<file path="config.mk">
export PLATFORM = sky130hd
export DESIGN_NAME = sevag_top
export DESIGN_NICKNAME = d
export VERILOG_FILES = /design/src/hdl/sevag_pkg.sv /design/src/hdl/sevag_word_if.sv /design/src/hdl/sevag_flag_word.sv /design/src/hdl/sevag_top.sv
export VERILOG_INCLUDE_DIRS = /design/src /design/src/hdl
export SDC_FILE = /design/constraint.sdc
export NUM_CORES = 1
export LEC_CHECK = 0
export ABC_CLOCK_PERIOD_IN_PS = 1600
export BUFFER_PORTS_ARGS = -buffer_cell sky130_fd_sc_hd__buf_2
export CORE_MARGIN = 3
export CORE_UTILIZATION = 55
export CTS_BUF_LIST = sky130_fd_sc_hd__clkbuf_2 sky130_fd_sc_hd__clkbuf_4 sky130_fd_sc_hd__clkbuf_8
export DETAILED_ROUTE_END_ITERATION = 12
export PLACE_DENSITY = 0.77
export REMOVE_ABC_BUFFERS = 1
export SLEW_MARGIN = 15
export SYNTH_ARGS = -nofsm -noshare
export SYNTH_HDL_FRONTEND = slang
export SYNTH_SLANG_ARGS = --single-unit
</file>
<file path="constraint.sdc">
create_clock -name mclk_i -period 1.6 [get_ports mclk_i]
set_input_delay 0.24 -clock mclk_i [delete_from_list [all_inputs] [get_ports mclk_i]]
set_output_delay 0.24 -clock mclk_i [all_outputs]
set_load 0.01 [all_outputs]
</file>
<file path="src/hdl/sevag_defs.svh">
`ifndef SEVAG_DEFS_SVH
`define SEVAG_DEFS_SVH

// Clock rate and the re-evaluation period of persisting gauge conditions.
`define SEVAG_CLK_HZ        20000000
`define SEVAG_REEVAL_MS     500

// Serial poll status positions of the three summary flags.
`define SEVAG_SP_RELAY_BIT  0
`define SEVAG_SP_ERROR_BIT  1
`define SEVAG_SP_GAUGE_BIT  2

// Gauge status bit positions.
`define SEVAG_G_ION_LOCK    0
`define SEVAG_G_ION_RANGE   1
`define SEVAG_G_ION_FAULT   2
`define SEVAG_G_ION_OVER    3
`define SEVAG_G_ANALOG_LO   4
`define SEVAG_G_AUX1_RANGE  9
`define SEVAG_G_AUX1_FAULT  10
`define SEVAG_G_AUX2_RANGE  13
`define SEVAG_G_AUX2_FAULT  14

// Implemented bits of each status word; the rest read as zero.
`define SEVAG_GAUGE_VALID   16'h66FF
`define SEVAG_ALL_VALID     16'hFFFF

// Reset values of flags and masks.
`define SEVAG_FLAGS_RESET   16'h0000
`define SEVAG_MASK_RESET    16'h0000

`endif

</file>
<file path="src/hdl/sevag_pkg.sv">
package sevag_pkg;

  typedef enum logic [1:0] {
    SEVAG_OP_FLAGS_QUERY = 2'b00,
    SEVAG_OP_MASK_QUERY  = 2'b01,
    SEVAG_OP_MASK_WRITE  = 2'b10
  } sevag_op_t;

  typedef enum logic [1:0] {
    SEVAG_TGT_ERROR = 2'b00,
    SEVAG_TGT_GAUGE = 2'b01,
    SEVAG_TGT_RELAY = 2'b10
  } sevag_target_t;

  typedef logic [15:0] sevag_word_t;

endpackage

</file>
<file path="src/hdl/sevag_word_if.sv">
`timescale 1ns/1ps
interface sevag_word_if;
  import sevag_pkg::*;
  sevag_word_t set;
  logic        clr_all;
  logic        clr_bit;
  logic [3:0]  idx;
  logic        mask_load;
  logic        mask_bit_wr;
  sevag_word_t wdata;
  sevag_word_t flags;
  sevag_word_t mask;
  logic        summary;

  modport ctrl (output set, clr_all, clr_bit, idx, mask_load, mask_bit_wr, wdata,
                input  flags, mask, summary);
  modport word (input  set, clr_all, clr_bit, idx, mask_load, mask_bit_wr, wdata,
                output flags, mask, summary);
endinterface

</file>
<file path="src/hdl/sevag_flag_word.sv">
`timescale 1ns/1ps
`include "sevag_defs.svh"
module sevag_flag_word
  import sevag_pkg::*;
#(
  parameter sevag_word_t VALID = `SEVAG_ALL_VALID
) (
  // Clock and reset
  input  wire logic  mclk_i,
  input  wire logic  rstn_i,
  // Word controls
  sevag_word_if.word wd
);

  typedef struct packed {
    sevag_word_t flags;
    sevag_word_t mask;
  } sevag_fw_state_t;

  sevag_fw_state_t s_q;
  sevag_fw_state_t s_d;

  function automatic sevag_word_t onehot(input logic [3:0] i);
    onehot = sevag_word_t'(1) << i;
  endfunction

  always_comb begin
    sevag_word_t clr;
    clr = '0;
    s_d = s_q;
    if (wd.clr_all) begin
      clr = '1;
    end else if (wd.clr_bit) begin
      clr = onehot(wd.idx);
    end
    // A set arriving with its clear wins, so no event is lost.
    s_d.flags = ((s_q.flags & ~clr) | wd.set) & VALID;
    if (wd.mask_load) begin
      s_d.mask = wd.wdata;
    end else if (wd.mask_bit_wr) begin
      s_d.mask[wd.idx] = wd.wdata[0];
    end
  end

  always_ff @(posedge mclk_i) begin
    if (!rstn_i) begin
      s_q <= '{flags: `SEVAG_FLAGS_RESET, mask: `SEVAG_MASK_RESET};
    end else begin
      s_q <= s_d;
    end
  end

  assign wd.flags   = s_q.flags;
  assign wd.mask    = s_q.mask;
  assign wd.summary = |(s_q.flags & s_q.mask);
endmodule

</file>
<file path="src/hdl/sevag_top.sv">
`timescale 1ns/1ps
`include "sevag_defs.svh"
module sevag_top
  import sevag_pkg::*;
#(
  parameter int unsigned REEVAL_CYCLES = (`SEVAG_CLK_HZ / 1000) * `SEVAG_REEVAL_MS
) (
  // Clock and reset
  input  wire logic          mclk_i,
  input  wire logic          rstn_i,
  // Decoded remote command
  input  wire logic          cmd_valid_i,
  input  wire sevag_op_t     cmd_op_i,
  input  wire sevag_target_t cmd_target_i,
  input  wire logic          cmd_indexed_i,
  input  wire logic [3:0]    cmd_index_i,
  input  wire sevag_word_t   cmd_value_i,
  input  wire logic          clear_status_i,
  // Query answer
  output logic               rsp_valid_o,
  output sevag_word_t        rsp_data_o,
  // Gauge conditions, high while present
  input  wire logic          ion_lockout_i,
  input  wire logic          ion_range_i,
  input  wire logic          ion_fault_i,
  input  wire logic          ion_overpressure_i,
  input  wire logic [3:0]    analog_range_i,
  input  wire logic          aux_gauge_one_range_i,
  input  wire logic          aux_gauge_one_fault_i,
  input  wire logic          aux_gauge_two_range_i,
  input  wire logic          aux_gauge_two_fault_i,
  // Error events and relay channels
  input  wire sevag_word_t   error_event_i,
  input  wire logic [7:0]    relay_active_i,
  // Serial poll
  input  wire logic [2:0]    spoll_enable_i,
  output logic [2:0]         spoll_summary_o,
  output logic               srq_o
);

  localparam int NW = 3;

  typedef struct packed {
    logic        rsp_valid;
    sevag_word_t rsp_data;
    logic [2:0]  summary;
    logic        srq;
    sevag_word_t gauge_prev;
    logic [7:0]  relay_prev;
    logic [23:0] timer;
    logic        tick;
  } sevag_state_t;

  sevag_state_t s_q;
  sevag_state_t s_d;

  sevag_word_if w [NW] ();

  sevag_word_t flags_a [NW];
  sevag_word_t mask_a  [NW];
  logic [NW-1:0] sum_a;
  sevag_word_t set_a   [NW];
  sevag_word_t gauge_cond;

  function automatic sevag_word_t pick(input sevag_word_t v, input logic idx_en, input logic [3:0] i);
    pick = idx_en ? sevag_word_t'(v[i]) : v;
  endfunction

  assign gauge_cond = {
    1'b0,
    aux_gauge_two_fault_i,
    aux_gauge_two_range_i,
    2'b00,
    aux_gauge_one_fault_i,
    aux_gauge_one_range_i,
    1'b0,
    analog_range_i,
    ion_overpressure_i,
    ion_fault_i,
    ion_range_i,
    ion_lockout_i
  };

  // Gauge bits set on a new condition at once, and on a standing one at every
  // re-evaluation tick; a read therefore clears a standing bit only briefly.
  assign set_a[SEVAG_TGT_GAUGE] = (gauge_cond & ~s_q.gauge_prev) | (gauge_cond & {16{s_q.tick}});
  assign set_a[SEVAG_TGT_ERROR] = error_event_i;
  assign set_a[SEVAG_TGT_RELAY] = {relay_active_i, relay_active_i ^ s_q.relay_prev};

  for (genvar i = 0; i < NW; i++) begin : g_word
    localparam sevag_target_t TGT = sevag_target_t'(2'(i));
    logic hit;
    assign hit = cmd_valid_i && cmd_target_i == TGT;
    assign w[i].set         = set_a[i];
    assign w[i].clr_all     = clear_status_i
                              || (hit && cmd_op_i == SEVAG_OP_FLAGS_QUERY && !cmd_indexed_i);
    assign w[i].clr_bit     = hit && cmd_op_i == SEVAG_OP_FLAGS_QUERY && cmd_indexed_i;
    assign w[i].idx         = cmd_index_i;
    assign w[i].mask_load   = hit && cmd_op_i == SEVAG_OP_MASK_WRITE && !cmd_indexed_i;
    assign w[i].mask_bit_wr = hit && cmd_op_i == SEVAG_OP_MASK_WRITE && cmd_indexed_i;
    assign w[i].wdata       = cmd_value_i;
    assign mask_a[i]        = w[i].mask;
    if (i == SEVAG_TGT_RELAY) begin : g_live
      // Active bits show the channels as they stand now. A latched active bit of a
      // channel that has since dropped must neither answer nor raise a request.
      assign flags_a[i] = {w[i].flags[15:8] & relay_active_i, w[i].flags[7:0]};
      assign sum_a[i]   = |(flags_a[i] & mask_a[i]);
    end else begin : g_held
      assign flags_a[i] = w[i].flags;
      assign sum_a[i]   = w[i].summary;
    end

    sevag_flag_word #(
      .VALID((TGT == SEVAG_TGT_GAUGE) ? `SEVAG_GAUGE_VALID : `SEVAG_ALL_VALID)
    ) u_word (
      .mclk_i(mclk_i),
      .rstn_i(rstn_i),
      .wd    (w[i].word)
    );
  end

  always_comb begin
    s_d            = s_q;
    s_d.rsp_valid  = 1'b0;
    s_d.gauge_prev = gauge_cond;
    s_d.relay_prev = relay_active_i;
    s_d.tick       = 1'b0;
    if (s_q.timer == 24'(REEVAL_CYCLES - 1)) begin
      s_d.timer = '0;
      s_d.tick  = 1'b1;
    end else begin
      s_d.timer = s_q.timer + 24'h000001;
    end
    if (cmd_valid_i) begin
      unique case (cmd_op_i)
        SEVAG_OP_FLAGS_QUERY: begin
          s_d.rsp_valid = 1'b1;
          s_d.rsp_data  = '0;
          if (cmd_target_i != 2'b11) begin
            s_d.rsp_data = pick(flags_a[cmd_target_i], cmd_indexed_i, cmd_index_i);
          end
        end
        SEVAG_OP_MASK_QUERY: begin
          s_d.rsp_valid = 1'b1;
          s_d.rsp_data  = '0;
          if (cmd_target_i != 2'b11) begin
            s_d.rsp_data = pick(mask_a[cmd_target_i], cmd_indexed_i, cmd_index_i);
          end
        end
        SEVAG_OP_MASK_WRITE: begin
          s_d.rsp_valid = 1'b0;
        end
        default: begin
          s_d.rsp_valid = 1'b0;
        end
      endcase
    end
    // Summaries are taken from the live word outputs, one flop behind them.
    s_d.summary[`SEVAG_SP_RELAY_BIT] = sum_a[SEVAG_TGT_RELAY];
    s_d.summary[`SEVAG_SP_ERROR_BIT] = sum_a[SEVAG_TGT_ERROR];
    s_d.summary[`SEVAG_SP_GAUGE_BIT] = sum_a[SEVAG_TGT_GAUGE];
    // Relay active bits re-set every cycle, so enabling them holds the
    // request up for as long as the relay stays active.
    s_d.srq = |(s_d.summary & spoll_enable_i);
  end

  always_ff @(posedge mclk_i) begin
    if (!rstn_i) begin
      s_q <= '0;
    end else begin
      s_q <= s_d;
    end
  end

  assign rsp_valid_o     = s_q.rsp_valid;
  assign rsp_data_o      = s_q.rsp_data;
  assign spoll_summary_o = s_q.summary;
  assign srq_o           = s_q.srq;
endmodule

</file>
==> run summary, run 1 <==
The power per cell area came out at 840 nW/um2. The top fanout value on the critical path came out at 2. The worst-case IR drop observed on VDD is 0.00103 V.

At the worst endpoint, the arrival time is 2.02 ns. The worst reg2reg path depth came out at 9. The leakage power summed over all cells came out at 4.34 nW. The run finished, with violations left.

The initial utilization of the core area, before any placement, comes to 57.2%. The mean number of vias per cell is 6.16. The number of max-slew violations in the final report came out at 0. The first global-routing pass estimated 45500 um of wire. The relative slew slack is 50.7%. Summed over all instances, the cell type with the most area after synthesis is dfxtp_1. The detail route stage leaves a number of antenna-violating nets equal to 0. The worst min-delay path startpoint is error_event_i[0].

The reg-to-reg setup timing slack is -0.09 ns. The placed wire-length estimate is 21500 um. The insertion delay of the later-clocked pin in the worst-skew pair came out at 0.48 ns. The worst path in the final design needs a cycle of 1.69 ns, including I/O delays and setup. The critical path starts at g_word[0].u_word.wd.mask[14]. The cell area after layout came out at 10600 um2. The maximum frequency from static timing analysis came out at 593 MHz. Counting stages on the worst path, the most repeated cell is buf_4. The most frequently used flop master after synthesis is dfxtp_1. The post-synthesis instance area came out at 7730 um2. The total vias in the final route came out at 8735. Setup repair after global routing could not meet its margin everywhere.

The final weighted congestion in routability-driven placement is 1.04. TritonCTS built the clock tree. The number of enable-type register cells in the synthesized netlist came out at 0. The number of rows in the core area is 42.

The chip height came out at 125 um. The count of buffers from port buffering is 88. Across the run, the number of max-cap violations was 0. The checks that failed: setup timing. The clock passes through at most 2 buffers. The number of iterations in the first detailed-routing pass came out at 6. In the synthesized netlist, the cells that appear most often are dfxtp_1 (158), nor2_1 (140), nand2_1 (100). The capturing instance or port of the critical path is spoll_summary_o[1]. The wire length per cell after detailed routing is 21.9 um. Of the synthesized area, sequential elements account for 40.9%. The worst setup path is captured at a flip-flop. The remaining design rule violation count is 0. For the worst setup path, the data required time is 1.94 ns. The worst hold path belongs to the class primary input to flip-flop.

The critical path in this run is classified as flip-flop to flip-flop. Yosys instantiated no cell more often than dfxtp_1. The critical path goes through a22o_1 > a221oi_2 > nand3_1 > nor2_2 > buf_4 > buf_4 > buf_4 > buf_4 > nor2_1. The number of antenna violations at the first check in global routing came out at 0. The clock sink count is 158.

The core outline area is 13500 um2. In the post-synthesis netlist, the biggest area contributors are dfxtp_1 (41%), nor2_1 (6.8%), a21oi_1 (5.6%), nand2_1 (4.9%), mux2i_1 (3.2%). The final setup slack of the worst path is -0.0864 ns. The final layout net count is 1299. The clock-pin slew reported for the worst setup and hold paths after clock tree synthesis came out at 0.09 ns. In this run the critical register-to-register path is launched from g_word[0].u_word.wd.mask[14]. The number of inserted diodes came out at 0. The total I/O pin count came out at 89. The number of H-tree levels is 4.

The count of different cell masters after synthesis came out at 60. The post-synthesis average cell area is 7.92 um2. The post-synthesis async set-or-reset flop share came out at 0%. The die extent in x is 125 um. From synthesis to final layout, the design area changed by 37.0%. The measured slew at the worst slew-check pin came out at 0.732 ns.

STA classifies the critical path startpoint as a flip-flop. Counting flops and latches in the post-synthesis netlist gives 158. Wires add up to 31100 um.

For this run, the number of Yosys warnings is 0. The gate count after technology mapping is 975. The area of the die came out at 15500 um2. The fraction of the cycle the final worst path needs is 105%.

The worst clock skew came out at 0.0159 ns. The total count of hold-check failures in the final report is 0. The top cell type by area accounts for 40.9% of the synthesized area. The overall fraction of global-route tracks in use is 37.3%. The number of violations reported at the end of detailed-routing iteration 0 is 1134. The via count of the first global-routing pass is 8311. The share of final-layout standard cells stronger than drive strength 1 is 31.5%. The root buffer cell is clkbuf_8. The utilization after layout came out at 78.4%. In this run the critical register-to-register path is captured at spoll_summary_o[1]. Summing all placed instances gives a cell area of 9540 um2.

The total global routing overflow came out at 0. The slowest stage of the critical path is the dfxtp_1 cell. The pin count of the biggest net entering global routing is 93.

The biggest cell delay along the critical path came out at 0.32 ns. The total clock buffers created by CTS is 17. The final number of setup-violating endpoints is 26.
-- worst max-delay path, delay by kind of cell (launching register included) --
kind / cells / cell delay, ns
AO/OA/AOI/OAI: 2 / 0.53
buffers and inverters: 4 / 0.39
flip-flops: 1 / 0.32
AND/OR/NAND/NOR: 3 / 0.30
-- repair_timing --
| action | CTS | global route |
|---|---|---|
| buffers inserted | 5 | 2 |
| endpoints found under the hold margin | 24 | 0 |
| pin swaps | 11 | 29 |
| endpoints found under the setup margin | 26 | 26 |
| resized for setup | 19 | 63 |
| hold buffers | 24 | 0 |
| gates cloned | 0 | 1 |
-- metal layers --
metal / GRT usage (%) / routed length [um] / part of all wire (%) / vias up
li1: - / - / - / 3923
met1: 47.0 / 11600 / 37 / 4021
met2: 57.6 / 14100 / 45 / 648
met3: 11.6 / 3670 / 12 / 143
met4: 19.5 / 1640 / 5.3 / 0
met5: 0 / 0 / 0 / -
-- cell type report --
cell class / instances / area (um2)
repair buffers: 315 / 2360
multi-input cells: 721 / 4320
well taps: 176 / 220
flip-flops and latches: 158 / 3180
clock buffers: 17 / 234
fillers: 961 / 2920
clock inverters: 15 / 203
inverters: 17 / 63.8
-- per-stage QoR --
| step | hold slack (ns) | instances | total power, mW | worst slack (ns) | setup TNS [ns] |
|---|---|---|---|---|---|
| 2_1_floorplan | 0.358 | 896 | 4.71 | -0.848 | -51.74 |
| 3_3_place_gp | 0.435 | 1356 | 5.47 | -0.338 | -6.09 |
| 3_5_place_dp | 0.446 | 1356 | 5.48 | -0.381 | -10.19 |
| 4_1_cts | 0.00656 | 1416 | 8.78 | -0.0386 | -0.0704 |
| 5_1_grt | 0.0170 | 1419 | 9.14 | -0.200 | -4.32 |
| 6_report | 0.00757 | 1419 | 8.89 | -0.0864 | -0.966 |
-- kinds of logic (layout without fill, tap and decap cells) --
| group | count (synthesis) | after routing | synth area share (%) |
|---|---|---|---|
| xor+xnor | 30 | 30 | 3.40 |
| fa+ha+maj | 1 | 1 | 0.162 |
| compound gates | 254 | 254 | 20.8 |
| mux | 25 | 25 | 3.24 |
| buf+inv | 96 | 364 | 6.62 |
| simple gates | 411 | 411 | 24.8 |
| flops | 158 | 158 | 40.9 |
-- worst min-delay path by stage --
stage | endpoint | slack [ns] | cells past startpoint
after floorplan | g_word[0].u_word.wd.flags[0] | 0.36 | 2
after global placement | rsp_data_o[6] | 0.43 | 2
after detailed placement | rsp_data_o[6] | 0.45 | 2
after CTS | s_q[43] | 0.007 | 2
after global routing | s_q[43] | 0.02 | 2
final | g_word[0].u_word.wd.flags[0] | 0.008 | 3
-- placed cells by master, fill, tap and decap left out, drive strengths merged, types with 3 or more instances in the layout --
cell type and instances:
nand4 10, nor3 43, bufinv 3, nand2b 24
a32o 5, dfxtp 158, a22o 9, inv 24
nand2 100, a221oi 7, nor4 3, buf 290
o211ai 17, xor2 13, clkinv 4, clkbuf 18
or2 4, a31o 8, mux2i 25, o21ai 51
and3 9, a32oi 4, xnor2 17, nor2 140
nand3 35, dlygate4sd3 24, a21oi 86, a31oi 27
o31ai 3, and2 25, o2bb2ai 10, nor2b 11
a22oi 14
-- power breakdown --
part           internal (mW)  leakage (nW)  total, mW  switching (mW)
clock network           1.60         0.219       3.32            1.72
logic                  0.618          2.82       1.38           0.758
registers               4.07          1.30       4.19           0.120
-- registers in the layout, indices dropped and copies added, names as in the netlist --
register                flops
g_word.u_word.wd.flags     44
srq_o                       1
rsp_data_o                 16
s_q                        45
spoll_summary_o             3
rsp_valid_o                 1
g_word.u_word.wd.mask      48
(Power assumes the default switching activity.)
==> run 2: changes to the inputs <==
--- a/config.mk
+++ b/config.mk
@@ -6,13 +6,11 @@
 export SDC_FILE = /design/constraint.sdc
 export NUM_CORES = 1
 export LEC_CHECK = 0
-export ABC_CLOCK_PERIOD_IN_PS = 1600
 export BUFFER_PORTS_ARGS = -buffer_cell sky130_fd_sc_hd__buf_2
 export CORE_MARGIN = 3
-export CORE_UTILIZATION = 55
-export CTS_BUF_LIST = sky130_fd_sc_hd__clkbuf_2 sky130_fd_sc_hd__clkbuf_4 sky130_fd_sc_hd__clkbuf_8
+export CORE_UTILIZATION = 53
 export DETAILED_ROUTE_END_ITERATION = 12
-export PLACE_DENSITY = 0.77
+export PLACE_DENSITY = 0.74
 export REMOVE_ABC_BUFFERS = 1
 export SLEW_MARGIN = 15
 export SYNTH_ARGS = -nofsm -noshare
==> run summary, run 2 (synthesized netlist as in run 1, its figures left out) <==
The run finished, with violations left. The final reports fail on setup timing. The global-route met1 utilization came out at 45.4%.

The total count of hold-check failures in the final report is 0. The number of max-slew violations in the final report came out at 0. The min-delay analysis places its worst path in the category primary input to flip-flop. The met3 routing resource usage after global routing came out at 10.7%. The worst ir drop on vdd came out at 0.000840 V. The number of antenna violations at the first check in global routing came out at 0.

TritonCTS built the clock tree. The number of H-tree levels is 4. The final cell count without fillers came out at 1388.

The measured slew at the worst slew-check pin is 0.778 ns. The number of violations reported at the end of detailed-routing iteration 0 is 1085. The count of buffers added on input and output ports is 88. Once layout is done, the placed cells without fillers occupy 10400 um2. For flop-to-flop paths, the worst setup slack is -0.14 ns. After detailed placement, the design holds a cell count of 1347. The post-route worst hold slack is 0.00874 ns. For this design, the sink count on the clock tree is 158. After detailed routing, the average wire length per cell comes to 21.5 um.

The total clock buffers created by CTS came out at 17. Along the worst path, the maximum fanout reaches 2. On the final layout, the worst clock skew is 0.00752 ns.

The total I/O pin count is 89. The instance area at placement came out at 9450 um2. The share of final-layout standard cells stronger than drive strength 1 came out at 30.9%. The global-route wire length before repair came out at 44400 um.

Setup violations remaining at the end of the flow were counted as 25. The final critical-path required period is 1.74 ns. The global routing stage identified its most utilized layer as met2. The met2 usage is 55.1%.

The worst setup path is launched from a flip-flop. The insertion delay of the later-clocked pin in the worst-skew pair is 0.44 ns. The pin count of the biggest net entering global routing came out at 93. The final layout net count came out at 1264.

The count of filler cells inserted in the layout is 1036. The total global routing overflow came out at 0. Summing all flip-flop and latch instances after layout gives 3180 um2. The relative slew slack is 48.0%. The post-detailed-route count of antenna-violating nets came out at 0. The number of rows in the core area came out at 43. Summing all multi-input logic gate instances after layout gives 4310 um2. After legalization and detailed placement, the total HPWL measured 21300 um. The chip height is 127 um. The final setup slack of the worst path is -0.144 ns. The library cell used most frequently in the layout, excluding fill and tap cells, is buf_4. The leakage power summed over all cells came out at 4.29 nW. Setup repair after global routing could not meet its margin everywhere. Relative to the synthesized area, the layout overhead comes to 35.1%. The via count of the first global-routing pass came out at 8029. The arrival time at the worst endpoint came out at 2.05 ns. Across every metal layer, demand over resource in global routing totals 35.6%. The fraction of the cycle the final worst path needs is 109%. The number of maximum-capacitance constraint violations came out at 0. The classification of the worst setup path is flip-flop to flip-flop. The flip-flop count of the largest register after layout is 48.

The final wirelength came out at 29900 um. For this run, the detailed router's first-pass iteration total came to 6. The number of inserted diodes is 0. The total vias in the final route is 8584. The clock-pin slew reported for the worst setup and hold paths after clock tree synthesis came out at 0.06 ns. The required time at the endpoint of the critical path is 1.91 ns. The category of the worst setup path capture point is a flip-flop. The die extent in x came out at 127 um. The initial standard-cell utilization of the core came out at 55.0%. In the layout the commonest cells are buf_4 (178), dfxtp_1 (148), nor2_1 (118). The maximum frequency from static timing analysis came out at 574 MHz. Before CTS, the worst setup slack after placement is -0.492 ns.

The mean number of vias per cell came out at 6.18. The power per cell area came out at 943 nW/um2. The core outline area came out at 14000 um2.

The maximum buffer depth of the clock tree came out at 2. The remaining design rule violation count came out at 0. Clock tree synthesis selected as its root buffer the cell clkbuf_16. The die covers 16100 um2.

At the end of routability-driven placement, the weighted congestion stood at 1.03.
run 2: changes by cell type in the layout (fill, tap and decap cells not counted), sizes merged:
cell,delta
dlygate4sd3,-22
clkinvlp,+1
buf,-13
clkbuf,+1
inv,-2
run 2: worst max-delay path, stage by stage, from the launching register on:
cell and delay (ns):
dfxtp_1 0.31, a22o_1 0.27, a221oi_2 0.30, nand3_1 0.14, nor2_2 0.16, inv_1 0.05, a222oi_1 0.30, nor2_1 0.08
run 2: final timing paths:
| path | startpoint | end | cells after the start |
|---|---|---|---|
| max reg2reg | g_word[0].u_word.wd.mask[11] | srq_o | 7 |
| min reg2reg | rsp_data_o[2] | rsp_data_o[2] | 2 |
| max | g_word[0].u_word.wd.mask[11] | srq_o | 7 |
| min | error_event_i[13] | g_word[0].u_word.wd.flags[13] | 3 |
run 2: power breakdown:
group / leakage (nW) / switching (mW) / internal, mW
registers: 1.30 / 0.121 / 4.07
logic: 2.69 / 0.728 / 0.571
clock network: 0.301 / 1.81 / 2.53
run 2: final cells by class:
cell class,count,area share [%]
multi-input cells,721,41.3
flip-flops and latches,158,30.5
repair buffers,280,19.5
clock buffers,18,4.21
well taps,180,2.16
clock inverters,14,1.74
inverters,17,0.612
run 2: metrics by stage:
stage               TNS, ns  power [mW]  utilization (%)
floorplan            -51.74        4.71                -
global placement      -9.59        5.46             67.3
detailed placement   -11.22        5.47             67.3
CTS                  -0.179        9.77             72.8
global route          -4.50        10.1             74.3
finish               -0.910        9.84             74.3
run 2: repair_timing:
action	4_1_cts	5_1_grt
setup buffers	6	1
endpoints found under the setup margin	26	26
pin swaps	14	23
hold endpoints to repair	2	0
resized for setup	20	53
hold buffers	2	0
gates cloned	0	1
run 2: layer usage:
| layer | share of wire (%) | wire length (um) |
|---|---|---|
| met4 | 5.1 | 1520 |
| met5 | 0 | 0 |
| met3 | 13 | 3760 |
| met2 | 45 | 13300 |
| met1 | 38 | 11300 |
==> run 3: changes to the inputs <==
--- a/config.mk
+++ b/config.mk
@@ -8,9 +8,9 @@
 export LEC_CHECK = 0
 export BUFFER_PORTS_ARGS = -buffer_cell sky130_fd_sc_hd__buf_2
 export CORE_MARGIN = 3
-export CORE_UTILIZATION = 53
+export CORE_UTILIZATION = 30
 export DETAILED_ROUTE_END_ITERATION = 12
-export PLACE_DENSITY = 0.74
+export PLACE_DENSITY = 0.46
 export REMOVE_ABC_BUFFERS = 1
 export SLEW_MARGIN = 15
 export SYNTH_ARGS = -nofsm -noshare
==> run summary, run 3 (synthesized netlist as in run 1, its figures left out) <==
The die extent in x is 166 um. The number of stages on the worst hold path came out at 3. The total count of hold-check failures in the final report came to 0. For this run, design rule violations remaining after detail routing come to 0. The via count of the first global-routing pass is 8055. The root buffer cell is clkbuf_16.

The first TritonRoute pass finished after 5 iterations. The fraction of the cycle the final worst path needs is 110%. The final number of setup-violating endpoints is 3. In this run the tightest slew margin relative to its limit is 58.0%. The multi-input combinational cells in the finished layout cover a total of 4250 um2. TritonCTS built the clock tree. The worst ir drop on vdd is 0.000557 V.

The worst reg2reg path endpoint is srq_o. The final setup slack of the worst path came out at -0.167 ns. In the layout the commonest cells are buf_4 (190), dfxtp_1 (143), nor2_1 (121).

The clock sink count is 158. The routed layout has 8038 vias. The arrival time at the worst endpoint is 2.07 ns. After detailed placement, the total cell area comes to 9840 um2. The number of maximum-capacitance constraint violations came out at 0. The share of final-layout standard cells stronger than drive strength 1 came out at 31.9%. The global-route wire length before repair came out at 48200 um. The maximum frequency from static timing analysis is 566 MHz. Clock skew on the completed layout was measured at 0.00929 ns.

The cell area after layout is 10700 um2. Before CTS, the worst setup slack after placement is -0.502 ns. The number of H-tree levels came out at 4.

The core outline area is 25300 um2. The post-route total power is 9.87 mW. The setup path with the least slack is of type flip-flop to flip-flop. The area of the die is 27700 um2. The worst setup path is launched from a flip-flop. Subtracting the final worst setup slack from the clock period gives 1.77 ns. The flow ran to the end, but the final reports show violations. The number of clock buffers added by TritonCTS is 17.

The tightest min-delay check is of the primary input to flip-flop type. The required time at the endpoint of the critical path came out at 1.91 ns. The mean number of vias per cell came out at 5.17.

The worst reg2reg path depth is 6. For met1 alone, demand over resource in global routing was 29.9%. Setup repair after global routing could not meet its margin everywhere. The total global routing overflow is 0.

The total I/O pin count came out at 89. The total negative slack for setup checks came out at -0.214 ns. The reg-to-reg setup timing slack came out at -0.17 ns. The worst hold endpoint is g_word[0].u_word.wd.flags[15]. The clock-pin slew reported for the worst setup and hold paths after clock tree synthesis came out at 0.07 ns.

The final layout contains routed wiring with a total length of 31900 um. The flip-flop count of the largest register after layout is 48. After global routing, the most crowded layer is met2. In this run the worst path has a maximum fanout of 2. During placement, the flow inserted port buffers numbering 88. The worst register-to-register path begins at g_word[2].u_word.wd.flags[6]. Relative to the synthesized area, the layout overhead comes to 38.8%. For met3 alone, demand over resource in global routing was 4.32%.

The final weighted congestion in routability-driven placement is 0.964. The maximum buffer depth of the clock tree is 2. The insertion delay of the later-clocked pin in the worst-skew pair is 0.43 ns.

The leakage power summed over all cells came out at 4.35 nW. Once detail routing completed, the nets flagged for antenna violations numbered 0. The worst min-delay path startpoint is error_event_i[15]. The placed wire-length estimate is 24600 um. Global routing used 22.6% of the available tracks. The chip height came out at 166 um. After filler insertion, the fill cell instance count of the layout stands at 2636. The number of max-slew violations in the final report was 0. Row generation in the floorplan step produced 58 rows. The net count of the finished layout is 1280.

The initial standard-cell utilization of the core came out at 30.6%. Dividing total power by cell area gives a power density of 920 nW/um2. The repair_antennas step left the layout with diodes totalling 0.

The number of antenna violations at the first check in global routing came out at 0. The register cell area after layout came out at 3180 um2. STA classifies the critical path endpoint as a flip-flop. The pin count of the biggest net entering global routing is 93. The number of violations reported at the end of detailed-routing iteration 0 is 660.

The most common library cell in the layout ignoring fill and taps is buf_4. Hold is met by 0.0179 ns. The checks that failed: setup timing. The met2 usage is 37.1%.

The measured slew at the worst slew-check pin is 0.629 ns. The wire length per cell after detailed routing is 20.6 um.
run 3: cell count changes in the layout (fill, tap and decap cells not counted), moves of 5 or more:
| cell | delta |
|---|---|
| dfxtp_1 | -5 |
| buf_4 | +12 |
| dfxtp_2 | +6 |
| nor2_4 | -6 |
run 3: where the power goes:
group	total [mW]	switching [mW]	internal [mW]
clock network	4.36	1.82	2.53
registers	4.21	0.128	4.08
logic	1.30	0.721	0.583
run 3: layer usage:
layer  vias to the layer above  part of all wire (%)
met1                      3860                    45
met5                         -                     0
met4                         0                   2.8
met3                        49                   5.2
li1                       3884                     -
met2                       245                    47
run 3: area by class of cell:
class                   count  area share [%]
multi-input cells         721            39.6
flip-flops and latches    158            29.7
repair buffers            296            20.5
clock buffers              19            4.13
well taps                 330            3.85
clock inverters            13            1.65
inverters                  17           0.595
run 3: critical path, cell delays in order, from the launching register on:
cell,delay [ns]
dfxtp_2,0.32
a22o_1,0.26
a221oi_2,0.23
nand3_2,0.13
or3_4,0.41
a222oi_1,0.23
nor2_1,0.07
run 3: metrics by stage:
step | std cells | utilization (%)
after floorplan | 896 | -
after global placement | 1519 | 38.9
after detailed placement | 1519 | 38.9
after CTS | 1552 | 41.7
after global routing | 1554 | 42.5
final | 1554 | 42.5
run 3: worst max path at each step:
stage / from / end / slack, ns / cells after the start
after floorplan: cmd_target_i[0] / g_word[1].u_word.wd.mask[11] / -0.85 / 4
after global placement: cmd_index_i[2] / g_word[1].u_word.wd.mask[10] / -0.54 / 8
after detailed placement: cmd_index_i[2] / g_word[1].u_word.wd.mask[10] / -0.50 / 8
after CTS: g_word[2].u_word.wd.flags[6] / srq_o / -0.18 / 6
after global routing: g_word[2].u_word.wd.flags[6] / srq_o / -0.31 / 6
final: g_word[2].u_word.wd.flags[6] / srq_o / -0.17 / 6
run 3: repair_timing:
action	in CTS	in global routing
hold buffers	0	0
setup endpoints to repair	30	26
cloned	1	0
setup buffers	0	2
gates resized for setup	14	59
pin swaps	25	19
